<file path="src/include/csf_pkg.sv">
// Package of constants for the core special function register block
package csf_pkg;
  // Special register addresses in the data space (bank 0)
  localparam logic [7:0] CSF_ADDR_VIND_A = 8'h00;
  localparam logic [7:0] CSF_ADDR_PTR_A = 8'h01;
  localparam logic [7:0] CSF_ADDR_VIND_B = 8'h02;
  localparam logic [7:0] CSF_ADDR_PTR_B = 8'h03;
  localparam logic [7:0] CSF_ADDR_BANK = 8'h04;
  localparam logic [7:0] CSF_ADDR_WORK = 8'h05;
  localparam logic [7:0] CSF_ADDR_PCL = 8'h06;
  localparam logic [7:0] CSF_ADDR_TABLE_POINTER = 8'h07;
  localparam logic [7:0] CSF_ADDR_TABLE_HIGH_BYTE = 8'h08;
  localparam logic [7:0] CSF_ADDR_FLAGS = 8'h0a;
  // Flag bit positions
  localparam int CSF_BIT_C = 0;
  localparam int CSF_BIT_AC = 1;
  localparam int CSF_BIT_Z = 2;
  localparam int CSF_BIT_OV = 3;
  localparam int CSF_BIT_PDF = 4;
  localparam int CSF_BIT_TO = 5;
  // Value returned for an indirect access to a virtual register
  localparam logic [7:0] CSF_VIRT_READ = 8'h00;
  // Reset values of stored bytes
  localparam logic [7:0] CSF_RST_BYTE = 8'h00;
  localparam logic [7:0] CSF_RST_FLAGS = 8'h00;
  // Dummy cycles inserted after a program counter low byte write
  localparam int CSF_PCL_DUMMY = 1;
  // ALU operations
  typedef enum logic [2:0] {
    CSF_OP_NONE,
    CSF_OP_ADD,
    CSF_OP_SUB,
    CSF_OP_LOGIC,
    CSF_OP_RLC,
    CSF_OP_RRC
  } csf_op_e;
endpackage : csf_pkg

</file>
<file path="src/rtl/csf_regs.sv">
// Special function registers: indirect access, work register, pcl, table, flags
module csf_regs
  import csf_pkg::*;
#(
  parameter int PC_W = 11,
  parameter int BANK_W = 1
) (
  input wire logic ref_clk_i,
  input wire logic rst_b_i,
  // Data access request from the execution core
  input wire logic acc_rd_i,
  input wire logic acc_wr_i,
  input wire logic [7:0] acc_addr_i,
  input wire logic [7:0] acc_wdata_i,
  output logic [7:0] acc_rdata_o,
  // Resolved data memory port towards the general RAM
  output logic mem_rd_o,
  output logic mem_wr_o,
  output logic [BANK_W+7:0] mem_addr_o,
  output logic [7:0] mem_wdata_o,
  input wire logic [7:0] mem_rdata_i,
  // Work register load from the ALU path
  input wire logic work_ld_i,
  input wire logic [7:0] work_d_i,
  output logic [7:0] work_register_o,
  // Alu flag update
  input wire logic [2:0] alu_op_i,
  input wire logic [7:0] alu_a_i,
  input wire logic [7:0] alu_b_i,
  input wire logic alu_zero_upd_i,
  output logic [7:0] alu_result_o,
  // Program counter and fetch control
  input wire logic pc_step_i,
  output logic [PC_W-1:0] pc_o,
  output logic fetch_stall_o,
  // Table read
  input wire logic tbl_rd_i,
  input wire logic [15:0] tbl_word_i,
  output logic [7:0] table_pointer_o,
  output logic [7:0] tbl_low_o,
  // System events
  input wire logic watchdog_clear_instruction_i,
  input wire logic halt_i,
  input wire logic wdt_timeout_i,
  output logic [7:0] flags_o
);
  // A page needs bits above the low byte; the bank field must fit the select byte
  if (PC_W < 9 || PC_W > 16) begin : g_bad_pc_w
    $error("PC_W must be 9..16");
  end
  if (BANK_W < 1 || BANK_W > 7) begin : g_bad_bank_w
    $error("BANK_W must be 1..7");
  end

  logic [7:0] ptr_a_q, ptr_b_q, bank_q, work_q, table_pointer_q, table_high_byte_q, lo_q;
  logic [5:0] flags_q;
  logic [PC_W-1:0] pc_q;
  logic dummy_q;
  logic sel_a, sel_b, sel_virt, sel_mem, indirect;
  logic [7:0] eff_addr;
  logic [BANK_W-1:0] eff_bank;
  logic [8:0] sum;
  logic [4:0] nib;
  logic [7:0] low7; // Top bit is the carry into bit 7
  logic [7:0] res;
  logic c_new, ac_new, ov_new, arith;

  // Decode virtual registers and form the real target
  assign sel_a = acc_addr_i == CSF_ADDR_VIND_A;
  assign sel_b = acc_addr_i == CSF_ADDR_VIND_B;
  assign indirect = sel_a | sel_b;
  always_comb begin
    eff_addr = acc_addr_i;
    eff_bank = '0;
    if (sel_a) begin
      eff_addr = ptr_a_q;
      eff_bank = '0;
    end else if (sel_b) begin
      eff_addr = ptr_b_q;
      eff_bank = bank_q[BANK_W-1:0];
    end
  end
  // A pointer that names a virtual register ends on nothing
  assign sel_virt = indirect && (eff_addr == CSF_ADDR_VIND_A || eff_addr == CSF_ADDR_VIND_B);
  // Special registers sit in bank 0 only; addresses above the flags register, or outside bank 0 except the virtual ones, go to RAM
  assign sel_mem = !sel_virt && (eff_bank != '0 || eff_addr > CSF_ADDR_FLAGS);

  assign mem_rd_o = acc_rd_i && sel_mem;
  assign mem_wr_o = acc_wr_i && sel_mem;
  assign mem_addr_o = {eff_bank, eff_addr};
  assign mem_wdata_o = acc_wdata_i;

  // Read mux; data moves only via the work register, so one port suffices
  always_comb begin
    acc_rdata_o = CSF_RST_BYTE;
    if (sel_virt) acc_rdata_o = CSF_VIRT_READ;
    else if (sel_mem) acc_rdata_o = mem_rdata_i;
    else begin
      case (eff_addr)
        CSF_ADDR_PTR_A: acc_rdata_o = ptr_a_q;
        CSF_ADDR_PTR_B: acc_rdata_o = ptr_b_q;
        CSF_ADDR_BANK: acc_rdata_o = bank_q;
        CSF_ADDR_WORK: acc_rdata_o = work_q;
        CSF_ADDR_PCL: acc_rdata_o = pc_q[7:0];
        CSF_ADDR_TABLE_POINTER: acc_rdata_o = table_pointer_q;
        CSF_ADDR_TABLE_HIGH_BYTE: acc_rdata_o = table_high_byte_q;
        CSF_ADDR_FLAGS: acc_rdata_o = {2'b00, flags_q};
        default: acc_rdata_o = CSF_RST_BYTE;
      endcase
    end
  end

  function automatic logic hit(input logic [7:0] a);
    hit = acc_wr_i && !sel_mem && !sel_virt && eff_addr == a;
  endfunction : hit

  // Pointer registers behave as plain storage
  always_ff @(posedge ref_clk_i or negedge rst_b_i) begin
    if (!rst_b_i) begin
      ptr_a_q <= CSF_RST_BYTE;
      ptr_b_q <= CSF_RST_BYTE;
      bank_q <= CSF_RST_BYTE;
    end else begin
      if (hit(CSF_ADDR_PTR_A)) ptr_a_q <= acc_wdata_i;
      if (hit(CSF_ADDR_PTR_B)) ptr_b_q <= acc_wdata_i;
      if (hit(CSF_ADDR_BANK)) bank_q <= acc_wdata_i;
    end
  end

  // Work register holds ALU results and transfer data
  always_ff @(posedge ref_clk_i or negedge rst_b_i) begin
    if (!rst_b_i) work_q <= CSF_RST_BYTE;
    else if (work_ld_i) work_q <= work_d_i;
    else if (hit(CSF_ADDR_WORK)) work_q <= acc_wdata_i;
  end
  assign work_register_o = work_q;

  // Program counter; a low byte write keeps the page bits
  always_ff @(posedge ref_clk_i or negedge rst_b_i) begin
    if (!rst_b_i) begin
      pc_q <= '0;
      dummy_q <= 1'b0;
    end else begin
      dummy_q <= hit(CSF_ADDR_PCL);
      if (hit(CSF_ADDR_PCL)) pc_q <= {pc_q[PC_W-1:8], acc_wdata_i};
      else if (pc_step_i && !dummy_q) pc_q <= pc_q + 1'b1;
    end
  end
  assign pc_o = pc_q;
  assign fetch_stall_o = dummy_q;

  // Table registers; the pointer must be valid before a read
  always_ff @(posedge ref_clk_i or negedge rst_b_i) begin
    if (!rst_b_i) begin
      table_pointer_q <= CSF_RST_BYTE;
      table_high_byte_q <= CSF_RST_BYTE;
      lo_q <= CSF_RST_BYTE;
    end else begin
      if (hit(CSF_ADDR_TABLE_POINTER)) table_pointer_q <= acc_wdata_i;
      if (tbl_rd_i) begin
        table_high_byte_q <= tbl_word_i[15:8];
        lo_q <= tbl_word_i[7:0];
      end else if (hit(CSF_ADDR_TABLE_HIGH_BYTE)) table_high_byte_q <= acc_wdata_i;
    end
  end
  assign table_pointer_o = table_pointer_q;
  assign tbl_low_o = lo_q;

  // ALU result and flag terms; subtract adds the inverse plus one
  always_comb begin
    sum = 9'h000;
    nib = 5'h00;
    low7 = 8'h00;
    res = 8'h00;
    c_new = flags_q[CSF_BIT_C];
    ac_new = flags_q[CSF_BIT_AC];
    ov_new = flags_q[CSF_BIT_OV];
    arith = 1'b0;
    case (csf_op_e'(alu_op_i))
      CSF_OP_ADD, CSF_OP_SUB: begin
        arith = 1'b1;
        if (alu_op_i == CSF_OP_SUB) begin
          sum = {1'b0, alu_a_i} + {1'b0, ~alu_b_i} + 9'h001;
          nib = {1'b0, alu_a_i[3:0]} + {1'b0, ~alu_b_i[3:0]} + 5'h01;
          low7 = {1'b0, alu_a_i[6:0]} + {1'b0, ~alu_b_i[6:0]} + 8'h01;
        end else begin
          sum = {1'b0, alu_a_i} + {1'b0, alu_b_i};
          nib = {1'b0, alu_a_i[3:0]} + {1'b0, alu_b_i[3:0]};
          low7 = {1'b0, alu_a_i[6:0]} + {1'b0, alu_b_i[6:0]};
        end
        res = sum[7:0];
        c_new = sum[8];
        ac_new = nib[4];
        ov_new = low7[7] ^ sum[8];
      end
      CSF_OP_LOGIC: res = alu_a_i;
      CSF_OP_RLC: begin
        res = {alu_a_i[6:0], flags_q[CSF_BIT_C]};
        c_new = alu_a_i[7];
      end
      CSF_OP_RRC: begin
        res = {flags_q[CSF_BIT_C], alu_a_i[7:1]};
        c_new = alu_a_i[0];
      end
      default: res = alu_a_i;
    endcase
  end
  assign alu_result_o = res;

  // One process owns the whole flag register, so it has a single driver.
  // Arithmetic bits: an ALU update beats a register write in the same cycle.
  // System bits: a time-out beats its clears, halt beats the watchdog clear.
  always_ff @(posedge ref_clk_i or negedge rst_b_i) begin
    if (!rst_b_i) begin
      flags_q[3:0] <= CSF_RST_FLAGS[3:0];
      flags_q[CSF_BIT_TO] <= 1'b0;
      flags_q[CSF_BIT_PDF] <= 1'b0;
    end else begin
      if (hit(CSF_ADDR_FLAGS)) flags_q[3:0] <= acc_wdata_i[3:0];
      if (arith || alu_op_i == CSF_OP_RLC || alu_op_i == CSF_OP_RRC)
        flags_q[CSF_BIT_C] <= c_new;
      if (arith) begin
        flags_q[CSF_BIT_AC] <= ac_new;
        flags_q[CSF_BIT_OV] <= ov_new;
      end
      if (alu_zero_upd_i) flags_q[CSF_BIT_Z] <= (res == 8'h00);
      if (wdt_timeout_i) flags_q[CSF_BIT_TO] <= 1'b1;
      else if (watchdog_clear_instruction_i || halt_i) flags_q[CSF_BIT_TO] <= 1'b0;
      if (halt_i) flags_q[CSF_BIT_PDF] <= 1'b1;
      else if (watchdog_clear_instruction_i) flags_q[CSF_BIT_PDF] <= 1'b0;
    end
  end
  // Flags leave by this port and by a read of the flags address; no stack save path exists
  assign flags_o = {2'b00, flags_q};

  // Checks
  property p_virt_zero;
    @(posedge ref_clk_i) disable iff (!rst_b_i) sel_virt |-> acc_rdata_o == 8'h00 && !mem_wr_o;
  endproperty
  a_virt_zero: assert property (p_virt_zero) else $error("virtual read not zero");
  property p_ptr_a_bank;
    @(posedge ref_clk_i) disable iff (!rst_b_i) sel_a |-> mem_addr_o[BANK_W+7:8] == '0;
  endproperty
  a_ptr_a_bank: assert property (p_ptr_a_bank) else $error("pointer a left bank 0");
  property p_ind_addr;
    @(posedge ref_clk_i) disable iff (!rst_b_i) sel_b && mem_rd_o |-> mem_addr_o[7:0] == ptr_b_q;
  endproperty
  a_ind_addr: assert property (p_ind_addr) else $error("indirect address wrong");
  property p_pcl_jump;
    @(posedge ref_clk_i) disable iff (!rst_b_i) hit(CSF_ADDR_PCL) |=>
      pc_q[7:0] == $past(acc_wdata_i) && pc_q[PC_W-1:8] == $past(pc_q[PC_W-1:8]) && fetch_stall_o;
  endproperty
  a_pcl_jump: assert property (p_pcl_jump) else $error("pcl jump wrong");
  property p_dummy_one;
    @(posedge ref_clk_i) disable iff (!rst_b_i) fetch_stall_o |-> $past(hit(CSF_ADDR_PCL));
  endproperty
  a_dummy_one: assert property (p_dummy_one) else $error("stray dummy cycle");
  property p_tbl;
    @(posedge ref_clk_i) disable iff (!rst_b_i) tbl_rd_i |=> table_high_byte_q == $past(tbl_word_i[15:8]);
  endproperty
  a_tbl: assert property (p_tbl) else $error("table high byte wrong");
  property p_sys_write;
    @(posedge ref_clk_i) disable iff (!rst_b_i)
      !wdt_timeout_i && !halt_i && !watchdog_clear_instruction_i |=> $stable(flags_q[5:4]);
  endproperty
  a_sys_write: assert property (p_sys_write) else $error("system flag changed");
  property p_halt;
    @(posedge ref_clk_i) disable iff (!rst_b_i)
      halt_i && !wdt_timeout_i |=> flags_o[CSF_BIT_PDF] && !flags_o[CSF_BIT_TO];
  endproperty
  a_halt: assert property (p_halt) else $error("halt flags wrong");
  property p_upper;
    @(posedge ref_clk_i) disable iff (!rst_b_i)
      acc_rd_i && !sel_mem && !sel_virt && eff_addr == CSF_ADDR_FLAGS |->
      acc_rdata_o[7:6] == 2'b00 && flags_o[7:6] == 2'b00;
  endproperty
  a_upper: assert property (p_upper) else $error("upper flag bits set");
  // Flag arithmetic judged by plain comparisons, not by the adder terms
  property p_add_carry;
    @(posedge ref_clk_i) disable iff (!rst_b_i)
      alu_op_i == CSF_OP_ADD |=> flags_o[CSF_BIT_C] == ($past(alu_b_i) > ~$past(alu_a_i));
  endproperty
  a_add_carry: assert property (p_add_carry) else $error("add carry wrong");
  property p_sub_carry;
    @(posedge ref_clk_i) disable iff (!rst_b_i)
      alu_op_i == CSF_OP_SUB |=> flags_o[CSF_BIT_C] == ($past(alu_a_i) >= $past(alu_b_i));
  endproperty
  a_sub_carry: assert property (p_sub_carry) else $error("subtract carry wrong");
  property p_add_half;
    @(posedge ref_clk_i) disable iff (!rst_b_i)
      alu_op_i == CSF_OP_ADD |=>
      flags_o[CSF_BIT_AC] == ($past(alu_b_i[3:0]) > ~$past(alu_a_i[3:0]));
  endproperty
  a_add_half: assert property (p_add_half) else $error("half carry wrong");
  property p_add_ov;
    @(posedge ref_clk_i) disable iff (!rst_b_i)
      alu_op_i == CSF_OP_ADD |=> flags_o[CSF_BIT_OV] ==
      ($past(alu_a_i[7]) == $past(alu_b_i[7]) && $past(alu_result_o[7]) != $past(alu_a_i[7]));
  endproperty
  a_add_ov: assert property (p_add_ov) else $error("overflow wrong");
  property p_zero;
    @(posedge ref_clk_i) disable iff (!rst_b_i)
      alu_zero_upd_i |=> flags_o[CSF_BIT_Z] == ($past(alu_result_o) == 8'h00);
  endproperty
  a_zero: assert property (p_zero) else $error("zero flag wrong");
  property p_to_set;
    @(posedge ref_clk_i) disable iff (!rst_b_i) wdt_timeout_i |=> flags_o[CSF_BIT_TO];
  endproperty
  a_to_set: assert property (p_to_set) else $error("time-out not set");
  property p_wdt_clear;
    @(posedge ref_clk_i) disable iff (!rst_b_i)
      watchdog_clear_instruction_i && !halt_i && !wdt_timeout_i |=> flags_o[5:4] == 2'b00;
  endproperty
  a_wdt_clear: assert property (p_wdt_clear) else $error("clear flags wrong");
  property p_direct_bank;
    @(posedge ref_clk_i) disable iff (!rst_b_i)
      !indirect && (mem_rd_o || mem_wr_o) |-> mem_addr_o[BANK_W+7:8] == '0;
  endproperty
  a_direct_bank: assert property (p_direct_bank) else $error("direct bank wrong");
  property p_work_ld;
    @(posedge ref_clk_i) disable iff (!rst_b_i)
      work_ld_i |=> work_register_o == $past(work_d_i);
  endproperty
  a_work_ld: assert property (p_work_ld) else $error("work load wrong");
  c_pcl: cover property (@(posedge ref_clk_i) hit(CSF_ADDR_PCL));
  c_ind_b: cover property (@(posedge ref_clk_i) sel_b && mem_wr_o && mem_addr_o[BANK_W+7:8] != '0);
  c_to: cover property (@(posedge ref_clk_i) wdt_timeout_i ##1 watchdog_clear_instruction_i);
  c_ov: cover property (@(posedge ref_clk_i) alu_op_i == CSF_OP_ADD ##1 flags_o[CSF_BIT_OV]);
  c_virt: cover property (@(posedge ref_clk_i) sel_virt && acc_wr_i);
endmodule : csf_regs

</file>
<file path="config.mk">
export PLATFORM = sky130hd
export DESIGN_NAME = csf_regs
export DESIGN_NICKNAME = d
export VERILOG_FILES = /design/src/include/csf_pkg.sv /design/src/rtl/csf_regs.sv
export SDC_FILE = /design/constraint.sdc
export NUM_CORES = 1
export LEC_CHECK = 0
export ABC_AREA = 1
export BUFFER_PORTS_ARGS = -buffer_cell sky130_fd_sc_hd__buf_2
export CORE_MARGIN = 1.5
export CORE_UTILIZATION = 35
export CTS_BUF_LIST = sky130_fd_sc_hd__clkbuf_4
export DETAILED_ROUTE_END_ITERATION = 12
export GPL_ROUTABILITY_DRIVEN = 0
export HOLD_SLACK_MARGIN = 0.08
export MAX_ROUTING_LAYER = met4
export SLEW_MARGIN = 20
export SYNTH_ARGS = -nofsm -noshare
export SYNTH_HDL_FRONTEND = slang
export SYNTH_SLANG_ARGS = --single-unit
</file>
<file path="constraint.sdc">
create_clock -name ref_clk_i -period 4.25 [get_ports ref_clk_i]
set_input_delay 0.2125 -clock ref_clk_i [delete_from_list [all_inputs] [get_ports ref_clk_i]]
set_output_delay 0.2125 -clock ref_clk_i [all_outputs]
set_load 0.02 [all_outputs]
</file>
Word-level counts from Yosys, hierarchy flattened --
Cells that the tools add are included.
Storage, ports and cells: register bits after elaboration 74, output and inout port bits 79
Cells by class: add/sub/neg operators 10, magnitude comparators 1, equality and inequality tests 16, mux-type cells 32, bitwise gates (word level) 6, reductions and logical operators 38
Operators with widths (count):
- $mux W8 | 12
- $pmux W8 S8 | 1
- $eq A8 B3 Y1 const B | 4
- $eq A8 B2 Y1 const B | 3
- $logic_not A8 Y1 | 3
- $pmux W8 S3 | 1
- $add A8 B8 Y9 | 2
- $mux W9 | 2
- $add A7 B7 Y8 | 2
- $eq A8 B4 Y1 const B | 2
- $reduce_bool A2 Y1 | 8
- $logic_and A1 B1 Y1 | 15
- $mux W1 | 13
- $add A11 B1 Y11 const B | 1
- $add A4 B4 Y5 | 2
- $add A9 B1 Y9 const B | 1
- $add A8 B1 Y8 const B | 1
- $eq A8 B1 Y1 const B | 1
- $gt A8 B4 Y1 const B | 1
- $not A8 Y8 | 1
- $not A7 Y7 | 1
- $eq A3 B3 Y1 const B | 2
- $reduce_and A2 Y1 | 3
- $add A5 B1 Y5 const B | 1
- 14 further kinds | 20

Logic depth before layout (Yosys ltp) --
Gate-level depths: netlist of run 1.
depth after elaboration 14, gate-level depth with buffers 19

Least setup slack after synthesis of run 1 --
OpenSTA, ideal clock, no wires.
kind input port to output port, start input port acc_addr_i[7], end output port mem_rd_o, arrival time 1.974 ns, data required time 4.038 ns, path slack 2.064 ns, cell stages on the path 12, path through nor2_2 -> nand2_4 -> inv_2 -> nand3_1 -> nand3_2 -> nand2_4 -> a21oi_4 -> nor2_8 -> buf_6 -> a21oi_4 -> inv_4 -> nor2_1
On the way: word-level cells in the longest chain between the ends 9
Ends and longest elaborated chain:
- start, declared | RTL line csf_regs.sv:13 | input wire logic [7:0] acc_addr_i,
- $eq A8 B2 Y1 | RTL line csf_regs.sv:70 | assign sel_b = acc_addr_i == CSF_ADDR_VIND_B;
- $mux W8 | RTL line csf_regs.sv:78 | end else if (sel_b) begin
- $mux W8 * | RTL line csf_regs.sv:75 | if (sel_a) begin
- named net mem_addr_o[0] | RTL line csf_regs.sv:19 | output logic [BANK_W+7:0] mem_addr_o,
- parallel branches: the longest is 4 deep, another holds $gt A8 B4 Y1
- $logic_and A1 B1 Y1 * | RTL line csf_regs.sv:86 | assign sel_mem = !sel_virt && (eff_bank != '0 || eff_addr > CSF_ADDR_FLAGS);
- $logic_and A1 B1 Y1 * | RTL line csf_regs.sv:88 | assign mem_rd_o = acc_rd_i && sel_mem;
- end, declared | RTL line csf_regs.sv:17 | output logic mem_rd_o,
Mark *: on every way through the listed nets, which the timed path passes.

Worst setup path in the final report of run 1 --
start register ptr_b_q[6], end output port acc_rdata_o[6]
On the way: word-level cells in the longest chain between the ends 9
Ends and longest elaborated chain:
- start, declared | RTL line csf_regs.sv:55 | logic [7:0] ptr_a_q, ptr_b_q, bank_q, work_q, table_pointer_q, table_high_byte_q, lo_q;
- start signal, assigned | RTL line csf_regs.sv:125 | if (hit(CSF_ADDR_PTR_B)) ptr_b_q <= acc_wdata_i;
- parallel branches: the longest is 8 deep, another holds $gt A8 B4 Y1
- $mux W8 * | RTL line csf_regs.sv:96 | if (sel_virt) acc_rdata_o = CSF_VIRT_READ;
- end, declared | RTL line csf_regs.sv:15 | output logic [7:0] acc_rdata_o,
Mark *: on every way between the ends.

==> impl_metrics.xml, run 1 <==
<?xml version="1.0" encoding="UTF-8"?>
<metrics>
  <group name="synth">
    <metric name="synth_enable_flop_cells" unit="">0</metric>
    <metric name="postSynthAreaPerCell" unit="um^2">6.88</metric>
    <metric name="post_synth_instance_area" unit="um^2">5990</metric>
    <metric name="synthDominantAreaCellType" unit="">sky130_fd_sc_hd__dfrtp_1</metric>
    <metric name="synth_warnings" unit="">0</metric>
    <metric name="ys_top_cells_by_area" unit="">sky130_fd_sc_hd__dfrtp_1 31%, sky130_fd_sc_hd__nand2_1 18%, sky130_fd_sc_hd__nand3_1 12%</metric>
    <metric name="asyncSetResetFlopFracSynth" unit="%">100</metric>
    <metric name="ys.flop_type" unit="">sky130_fd_sc_hd__dfrtp_1</metric>
    <metric name="synth.ff_latch_count" unit="">74</metric>
    <metric name="fraction_of_the_yosys_area_taken_by_sequential_cells" unit="%">30.9</metric>
    <metric name="ys_types" unit="">44</metric>
    <metric name="synthesis.instances" unit="">871</metric>
    <metric name="yosys.area.top_type_share" unit="%">30.9</metric>
  </group>
  <group name="placement">
    <metric name="numPortBuffers" unit="">154</metric>
    <metric name="place_hpwl" unit="um">13900</metric>
    <metric name="place_worst_setup_slack" unit="ns">1.57</metric>
    <metric name="placed_cells_incl_taps" unit="">1210</metric>
  </group>
  <group name="clock_network">
    <metric name="cts_max_path_buffers" unit="">2</metric>
    <metric name="h-tree-depth" unit="">3</metric>
    <metric name="clk_latency" unit="ns">0.47</metric>
    <metric name="cts_tree" unit="">done</metric>
    <metric name="tritoncts_sink_count" unit="">74</metric>
    <metric name="clk_pin_slew" unit="ns">0.13</metric>
    <metric name="clock-root-buffer" unit="">sky130_fd_sc_hd__clkbuf_4</metric>
    <metric name="numCtsBuffers" unit="">9</metric>
  </group>
  <group name="timing">
    <metric name="finalSetupViolations" unit="">0</metric>
    <metric name="setup_ws" unit="ns">1.34</metric>
    <metric name="timing_hold_violations_final" unit="">0</metric>
    <metric name="fmax" unit="GHz">0.344</metric>
    <metric name="post-route-min-period" unit="ns">2.91</metric>
    <metric name="tightestPinTransition" unit="ns">0.976</metric>
    <metric name="timing.setup.tns" unit="ns">0</metric>
    <metric name="rsz0062_at_grt" unit="">false</metric>
    <metric name="final.setup_skew" unit="ns">0.0231</metric>
    <metric name="final_min_period_over_clock_period" unit="%">68.4</metric>
    <metric name="slew_viol_final" unit="">0</metric>
    <metric name="max-slew-margin-rel" unit="%">34.9</metric>
  </group>
  <group name="grt">
    <metric name="grt_first_pass_wirelength" unit="um">29700</metric>
    <metric name="antenna_found_initial" unit="">0</metric>
    <metric name="largest_net_degree_at_the_start_of_global_routing" unit="">75</metric>
    <metric name="grtUsageTotal" unit="%">21.8</metric>
    <metric name="vias_in_the_first_global_route" unit="">5721</metric>
    <metric name="grt_overflow_total" unit="">0</metric>
  </group>
  <group name="worst_setup_path">
    <metric name="worst-endpoint-arrival" unit="ns">2.70</metric>
    <metric name="cp-end-kind" unit="">primary output</metric>
    <metric name="category_of_the_critical_setup_timing_path" unit="">reg2out</metric>
    <metric name="timing.critical_path.from_type" unit="">register</metric>
    <metric name="worst_ep_required_time" unit="ns">4.04</metric>
    <metric name="worstPathMaxFanout" unit="">67</metric>
  </group>
  <group name="route">
    <metric name="firstDrtPassIters" unit="">5</metric>
    <metric name="initialDrtViolationCount" unit="">451</metric>
    <metric name="detail_route.wirelength" unit="um">18500</metric>
    <metric name="detailroute.via_count" unit="">6144</metric>
    <metric name="route.detailed.wl_per_inst" unit="um">14.7</metric>
    <metric name="detail_route.vias_per_cell" unit="">4.86</metric>
    <metric name="route.antenna.remaining_nets" unit="">0</metric>
    <metric name="drt_drc_violations_left" unit="">0</metric>
  </group>
  <group name="worst_hold_path">
    <metric name="timing.hold.worst.class" unit="">in2reg</metric>
  </group>
  <group name="run">
    <metric name="max_cap_violations" unit="">0</metric>
  </group>
  <group name="layout">
    <metric name="drive_gt1_share" unit="%">23.3</metric>
    <metric name="insertedDiodeCount" unit="">0</metric>
    <metric name="layoutNonFillerInstCount" unit="">1263</metric>
    <metric name="synthToLayoutAreaGrowth" unit="%">22.2</metric>
    <metric name="fin_nets" unit="">1135</metric>
  </group>
  <group name="floorplan">
    <metric name="die-height" unit="um">134</metric>
    <metric name="io-pin-count" unit="">157</metric>
    <metric name="design.core.area" unit="um^2">16600</metric>
    <metric name="initial_utilization" unit="%">36.0</metric>
    <metric name="row_count" unit="">47</metric>
    <metric name="die_width" unit="um">134</metric>
    <metric name="design.die.area" unit="um^2">17900</metric>
  </group>
  <group name="outcome">
    <metric name="run_status" unit="">completed</metric>
  </group>
  <group name="power">
    <metric name="max-vdd-ir-drop" unit="mV">0.138</metric>
    <metric name="seq_power_share" unit="%">43.6</metric>
    <metric name="power.switching" unit="W">0.000758</metric>
    <metric name="cell_internal_pwr" unit="W">0.00122</metric>
    <metric name="comb_power_share" unit="%">31.1</metric>
    <metric name="power.density_cell_area" unit="nW/um^2">270</metric>
    <metric name="power.static_leakage" unit="nW">4.14</metric>
    <metric name="sw_frac_of_total" unit="%">38.3</metric>
    <metric name="clock_share_of_power" unit="%">25.4</metric>
  </group>
</metrics>
## critical path, cell delays in order (launching register included)
cell	delay, ns
sky130_fd_sc_hd__dfrtp_1	0.45
sky130_fd_sc_hd__nand3_1	0.12
sky130_fd_sc_hd__nand2_1	0.05
sky130_fd_sc_hd__nor2_1	0.08
sky130_fd_sc_hd__nand2_1	0.10
sky130_fd_sc_hd__nor2_4	0.15
sky130_fd_sc_hd__buf_4	0.57
sky130_fd_sc_hd__nand2_1	0.19
sky130_fd_sc_hd__nor2_1	0.13
sky130_fd_sc_hd__nor2_1	0.07
sky130_fd_sc_hd__nand2_1	0.06
sky130_fd_sc_hd__nand2_1	0.04
sky130_fd_sc_hd__nand2_1	0.05
sky130_fd_sc_hd__buf_2	0.16
## state kept, by name, summed over array words and instances (netlist names)
name	cells
fetch_stall_o	1
work_register_o	8
flags_q	6
table_pointer_o	8
pc_o	11
ptr_a_q	8
bank_q	8
table_high_byte_q	8
ptr_b_q	8
tbl_low_o	8
## cell type report
cell class	count	area, um^2
fill	1795	9320
inverter	97	367
tap	220	275
clock buffer	10	75.1
timing repair buffer	192	1150
sequential	74	1850
clock inverter	6	81.3
multi-input combinational	664	3520
## power groups by stage
stage	registers, W	clock network [W]	logic, W
floorplan	0.000893	0	0.000338
global placement	0.000877	0	0.000585
detailed placement	0.000874	0	0.000589
CTS	0.000862	0.000521	0.000618
global route	0.000874	0.000544	0.000685
finish	0.000863	0.000502	0.000616
## cells in the final DEF (no fill, tap or decap), types with 14 or more instances in the layout
cell type / n
sky130_fd_sc_hd__nand2_1: 283
sky130_fd_sc_hd__nor2_1: 52
sky130_fd_sc_hd__nand3_1: 143
sky130_fd_sc_hd__nand4_1: 14
sky130_fd_sc_hd__ha_1: 17
sky130_fd_sc_hd__buf_2: 153
sky130_fd_sc_hd__dfrtp_1: 74
sky130_fd_sc_hd__dlygate4sd3_1: 37
sky130_fd_sc_hd__o21ai_2: 18
sky130_fd_sc_hd__o21ai_0: 36
sky130_fd_sc_hd__inv_1: 89
## per-stage QoR
| stage | hold WS [ns] | util (%) | area, um^2 | power, W |
|---|---|---|---|---|
| finish | 0.117 | 44.0 | 7320 | 0.00198 |
| CTS | 0.0851 | 44.0 | 7320 | 0.00200 |
| detailed placement | 0.394 | 40.8 | 6800 | 0.00146 |
| global route | 0.118 | 44.0 | 7320 | 0.00210 |
| global placement | 0.396 | 40.8 | 6800 | 0.00146 |
| floorplan | -0.0831 | - | 6000 | 0.00123 |
## logic make-up (layout without fill, tap and decap cells)
family / after synthesis / in the layout / synth area share [%]
simple gates: 549 / 549 / 44.0
fa+ha+maj: 19 / 19 / 4.22
flops: 74 / 74 / 30.9
other cells: 1 / 2 / 0.0626
compound gates: 85 / 85 / 9.10
buf+inv: 134 / 305 / 10.4
xor+xnor: 9 / 9 / 1.32
## timing repair
item / 4_1_cts / 5_1_grt
gates resized for setup: 0 / 0
setup endpoints to repair: 0 / 0
hold buffers: 37 / 0
endpoints found under the hold margin: 107 / 0
buffers inserted: 0 / 0
## final timing paths
path | to | cells past startpoint | slack [ns] | from
max in group asynchronous | table_pointer_o[2] | 2 | 3.17 | rst_b_i
min reg2reg | tbl_low_o[6] | 2 | 0.49 | tbl_low_o[6]
max reg2reg | flags_q[2] | 10 | 1.62 | ptr_b_q[2]
min in group asynchronous | ptr_b_q[6] | 2 | 0.40 | rst_b_i
min | work_register_o[2] | 5 | 0.12 | work_d_i[2]
max | acc_rdata_o[6] | 13 | 1.34 | ptr_b_q[6]
## metal layers
metal,vias to the layer above,GRT usage [%],routed length [um]
met3,26,3.89,937
li1,3153,-,-
met1,2801,29.1,8580
met5,-,-,0
met2,164,34.0,8660
met4,0,5.92,357
## cell usage after synthesis, types with 4 or more instances
library cell and count:
sky130_fd_sc_hd__nor2_4 6, sky130_fd_sc_hd__buf_6 4, sky130_fd_sc_hd__nand2_1 283, sky130_fd_sc_hd__o21ai_0 36
sky130_fd_sc_hd__buf_4 13, sky130_fd_sc_hd__nor2_2 7, sky130_fd_sc_hd__dfrtp_1 74, sky130_fd_sc_hd__buf_2 7
sky130_fd_sc_hd__nand3_2 6, sky130_fd_sc_hd__o22ai_1 5, sky130_fd_sc_hd__nand2_4 6, sky130_fd_sc_hd__o21ai_1 9
sky130_fd_sc_hd__nand4_1 14, sky130_fd_sc_hd__a21oi_1 9, sky130_fd_sc_hd__inv_1 89, sky130_fd_sc_hd__inv_2 5
sky130_fd_sc_hd__nor2_1 52, sky130_fd_sc_hd__nor3_1 6, sky130_fd_sc_hd__o21ai_2 18, sky130_fd_sc_hd__nand2_2 9
sky130_fd_sc_hd__xor2_1 6, sky130_fd_sc_hd__nand3_1 143, sky130_fd_sc_hd__clkbuf_1 11, sky130_fd_sc_hd__ha_1 17
Note: power is estimated with default switching activity, not from simulation.
==> inputs of run 2 (changes only) <==
==> constraint.sdc (replaced) <==
create_clock -name ref_clk_i -period 2.58 [get_ports ref_clk_i]
set_input_delay 0.129 -clock ref_clk_i [delete_from_list [all_inputs] [get_ports ref_clk_i]]
set_output_delay 0.129 -clock ref_clk_i [all_outputs]
set_load 0.02 [all_outputs]
==> run 2 against run 1 <==
Effect of this change:
- final area is 4.9% higher
- count of clock-buffer cells in the layout fell by 1
- sequential power is 63% higher
- sequential share of layout area shrank 1.1 points
- non-clock buffer count is 32 higher
- clock skew shrank 0.0051 ns
- hold slack better by 0.0021 ns
- global-route usage is 0.33 points higher
- critical endpoint is now acc_rdata_o[4]
- largest power group unchanged
- highest routed layer unchanged
==> impl_metrics.xml, run 2 (synthesis gave the netlist of run 1 again) <==
<?xml version="1.0" encoding="UTF-8"?>
<metrics>
  <group name="timing">
    <metric name="final_min_period_over_clock_period" unit="%">95.1</metric>
    <metric name="timing_hold_violations_final" unit="">0</metric>
    <metric name="fmax" unit="GHz">0.408</metric>
    <metric name="post-route-min-period" unit="ns">2.45</metric>
    <metric name="finalSetupViolations" unit="">0</metric>
    <metric name="final.setup_skew" unit="ns">0.0179</metric>
    <metric name="max-slew-margin-rel" unit="%">33.4</metric>
    <metric name="slew_viol_final" unit="">0</metric>
    <metric name="tightestPinTransition" unit="ns">0.998</metric>
  </group>
  <group name="route">
    <metric name="route.antenna.remaining_nets" unit="">0</metric>
    <metric name="route.detailed.wl_per_inst" unit="um">14.9</metric>
    <metric name="initialDrtViolationCount" unit="">335</metric>
    <metric name="detail_route.wirelength" unit="um">19400</metric>
    <metric name="drt_drc_violations_left" unit="">0</metric>
    <metric name="detailroute.via_count" unit="">6296</metric>
    <metric name="firstDrtPassIters" unit="">4</metric>
    <metric name="detail_route.vias_per_cell" unit="">4.86</metric>
  </group>
  <group name="worst_hold_path">
    <metric name="timing.hold.worst.class" unit="">in2reg</metric>
    <metric name="worst_hold_startpoint" unit="">tbl_rd_i</metric>
    <metric name="holdPathEnd" unit="">tbl_low_o[3]</metric>
    <metric name="worstHoldPathCells" unit="">3</metric>
  </group>
  <group name="layout">
    <metric name="insertedDiodeCount" unit="">0</metric>
    <metric name="fin_nets" unit="">1168</metric>
    <metric name="layout.cells.most_common" unit="">sky130_fd_sc_hd__nand2_1</metric>
    <metric name="finish.utilization" unit="%">46.2</metric>
    <metric name="layout_cell_area_excl_fill" unit="um^2">7680</metric>
    <metric name="final_cell_mix" unit="">282 x sky130_fd_sc_hd__nand2_1, 148 x sky130_fd_sc_hd__buf_2, 141 x sky130_fd_sc_hd__nand3_1, 89 x sky130_fd_sc_hd__inv_1, 72 x sky130_fd_sc_hd__dfrtp_1</metric>
    <metric name="layoutNonFillerInstCount" unit="">1296</metric>
    <metric name="largest_register_ffs" unit="">11</metric>
    <metric name="drive_gt1_share" unit="%">25.4</metric>
    <metric name="synthToLayoutAreaGrowth" unit="%">28.2</metric>
  </group>
  <group name="clock_network">
    <metric name="tritoncts_sink_count" unit="">74</metric>
    <metric name="clk_pin_slew" unit="ns">0.13</metric>
    <metric name="h-tree-depth" unit="">3</metric>
    <metric name="cts_max_path_buffers" unit="">2</metric>
    <metric name="clock-root-buffer" unit="">sky130_fd_sc_hd__clkbuf_4</metric>
    <metric name="clk_latency" unit="ns">0.44</metric>
    <metric name="numCtsBuffers" unit="">9</metric>
    <metric name="cts_tree" unit="">done</metric>
  </group>
  <group name="worst_setup_path">
    <metric name="number_of_cells_on_the_worst_reg_to_reg_path" unit="">12</metric>
    <metric name="worst-r2r-setup-slack" unit="ns">0.15</metric>
    <metric name="worst-endpoint-arrival" unit="ns">2.32</metric>
    <metric name="regToRegEndpoint" unit="">flags_q[2]</metric>
    <metric name="cp-end-kind" unit="">primary output</metric>
    <metric name="category_of_the_critical_setup_timing_path" unit="">reg2out</metric>
    <metric name="worstPathMaxFanout" unit="">21</metric>
    <metric name="timing.critical_path.from_type" unit="">register</metric>
    <metric name="r2r-start" unit="">ptr_b_q[2]</metric>
    <metric name="worst_ep_required_time" unit="ns">2.45</metric>
  </group>
  <group name="floorplan">
    <metric name="design.core.area" unit="um^2">16600</metric>
    <metric name="initial_utilization" unit="%">36.0</metric>
    <metric name="die_width" unit="um">134</metric>
    <metric name="io-pin-count" unit="">157</metric>
    <metric name="row_count" unit="">47</metric>
    <metric name="die-height" unit="um">134</metric>
    <metric name="design.die.area" unit="um^2">17900</metric>
  </group>
  <group name="placement">
    <metric name="placed_cells_incl_taps" unit="">1220</metric>
    <metric name="place_hpwl" unit="um">14100</metric>
    <metric name="numPortBuffers" unit="">154</metric>
    <metric name="placed_cell_area" unit="um^2">6890</metric>
  </group>
  <group name="power">
    <metric name="design_power_total" unit="W">0.00328</metric>
    <metric name="max-vdd-ir-drop" unit="mV">0.240</metric>
    <metric name="power.density_cell_area" unit="nW/um^2">427</metric>
    <metric name="power.static_leakage" unit="nW">4.29</metric>
  </group>
  <group name="run">
    <metric name="max_cap_violations" unit="">0</metric>
  </group>
  <group name="outcome">
    <metric name="run_status" unit="">completed</metric>
  </group>
  <group name="grt">
    <metric name="grt_overflow_total" unit="">0</metric>
    <metric name="grtUsageTotal" unit="%">22.1</metric>
    <metric name="vias_in_the_first_global_route" unit="">5868</metric>
    <metric name="largest_net_degree_at_the_start_of_global_routing" unit="">75</metric>
    <metric name="antenna_found_initial" unit="">0</metric>
    <metric name="grt_first_pass_wirelength" unit="um">30500</metric>
  </group>
</metrics>
[run 2: critical path: stages, from the launching register on]
cell and delay (ns):
sky130_fd_sc_hd__dfrtp_1 0.45, sky130_fd_sc_hd__nand3_1 0.13, sky130_fd_sc_hd__nand2_1 0.06, sky130_fd_sc_hd__nand2_1 0.09, sky130_fd_sc_hd__nand2_2 0.09, sky130_fd_sc_hd__nor2_4 0.19, sky130_fd_sc_hd__buf_12 0.14, sky130_fd_sc_hd__clkbuf_16 0.18
sky130_fd_sc_hd__nand3_1 0.08, sky130_fd_sc_hd__nand2_1 0.10, sky130_fd_sc_hd__nor2_1 0.07, sky130_fd_sc_hd__nand2_1 0.07, sky130_fd_sc_hd__nand2_1 0.05, sky130_fd_sc_hd__nand2_1 0.05, sky130_fd_sc_hd__buf_2 0.15
[run 2: stage by stage]
stage	setup slack (ns)	hold slack, ns	TNS, ns
3_5_place_dp	0.335	0.314	0
3_3_place_gp	0.322	0.312	0
4_1_cts	0.0456	0.0877	0
6_report	0.127	0.119	0
5_1_grt	-0.0245	0.121	-0.0755
2_1_floorplan	0.561	-0.167	0
[run 2: area by class of cell]
| cell class | count | area, um^2 |
|---|---|---|
| repair buffers | 224 | 1460 |
| well taps | 220 | 275 |
| clock inverters | 7 | 83.8 |
| clock buffers | 9 | 67.6 |
| multi-input cells | 665 | 3570 |
| flip-flops and latches | 74 | 1850 |
| fillers | 1729 | 8960 |
| inverters | 97 | 367 |
[run 2: timing repair]
action	4_1_cts	5_1_grt
setup endpoints to repair	7	11
pin swaps	0	6
cloned	0	2
hold endpoints to repair	108	0
setup buffers	0	14
gates resized for setup	4	12
hold buffers	44	0
[run 2: how the worst max path moves through the flow]
stage	from	end	slack (ns)	cells after the start
2_1_floorplan	acc_addr_i[7]	mem_rd_o	0.56	12
4_1_cts	ptr_b_q[2]	acc_rdata_o[7]	0.05	12
5_1_grt	ptr_b_q[5]	acc_rdata_o[2]	-0.02	14
3_5_place_dp	acc_addr_i[0]	acc_rdata_o[3]	0.33	15
3_3_place_gp	acc_addr_i[2]	acc_rdata_o[3]	0.32	15
6_report	ptr_b_q[5]	acc_rdata_o[4]	0.13	14
[run 2: report_power, final]
part	leakage [nW]	switching, W	internal (W)
combinational	3.25	0.000667	0.000390
clock	0.0784	0.000433	0.000382
sequential	0.969	0.000152	0.00126
total	4.29	0.00125	0.00203
[run 2: per-layer routing]
metal	track usage (%)	routed length, um	vias up
met2	35.5	9060	162
met5	-	0	-
met4	4.41	246	0
met1	29.8	9110	2902
li1	-	-	3217
met3	3.25	957	15
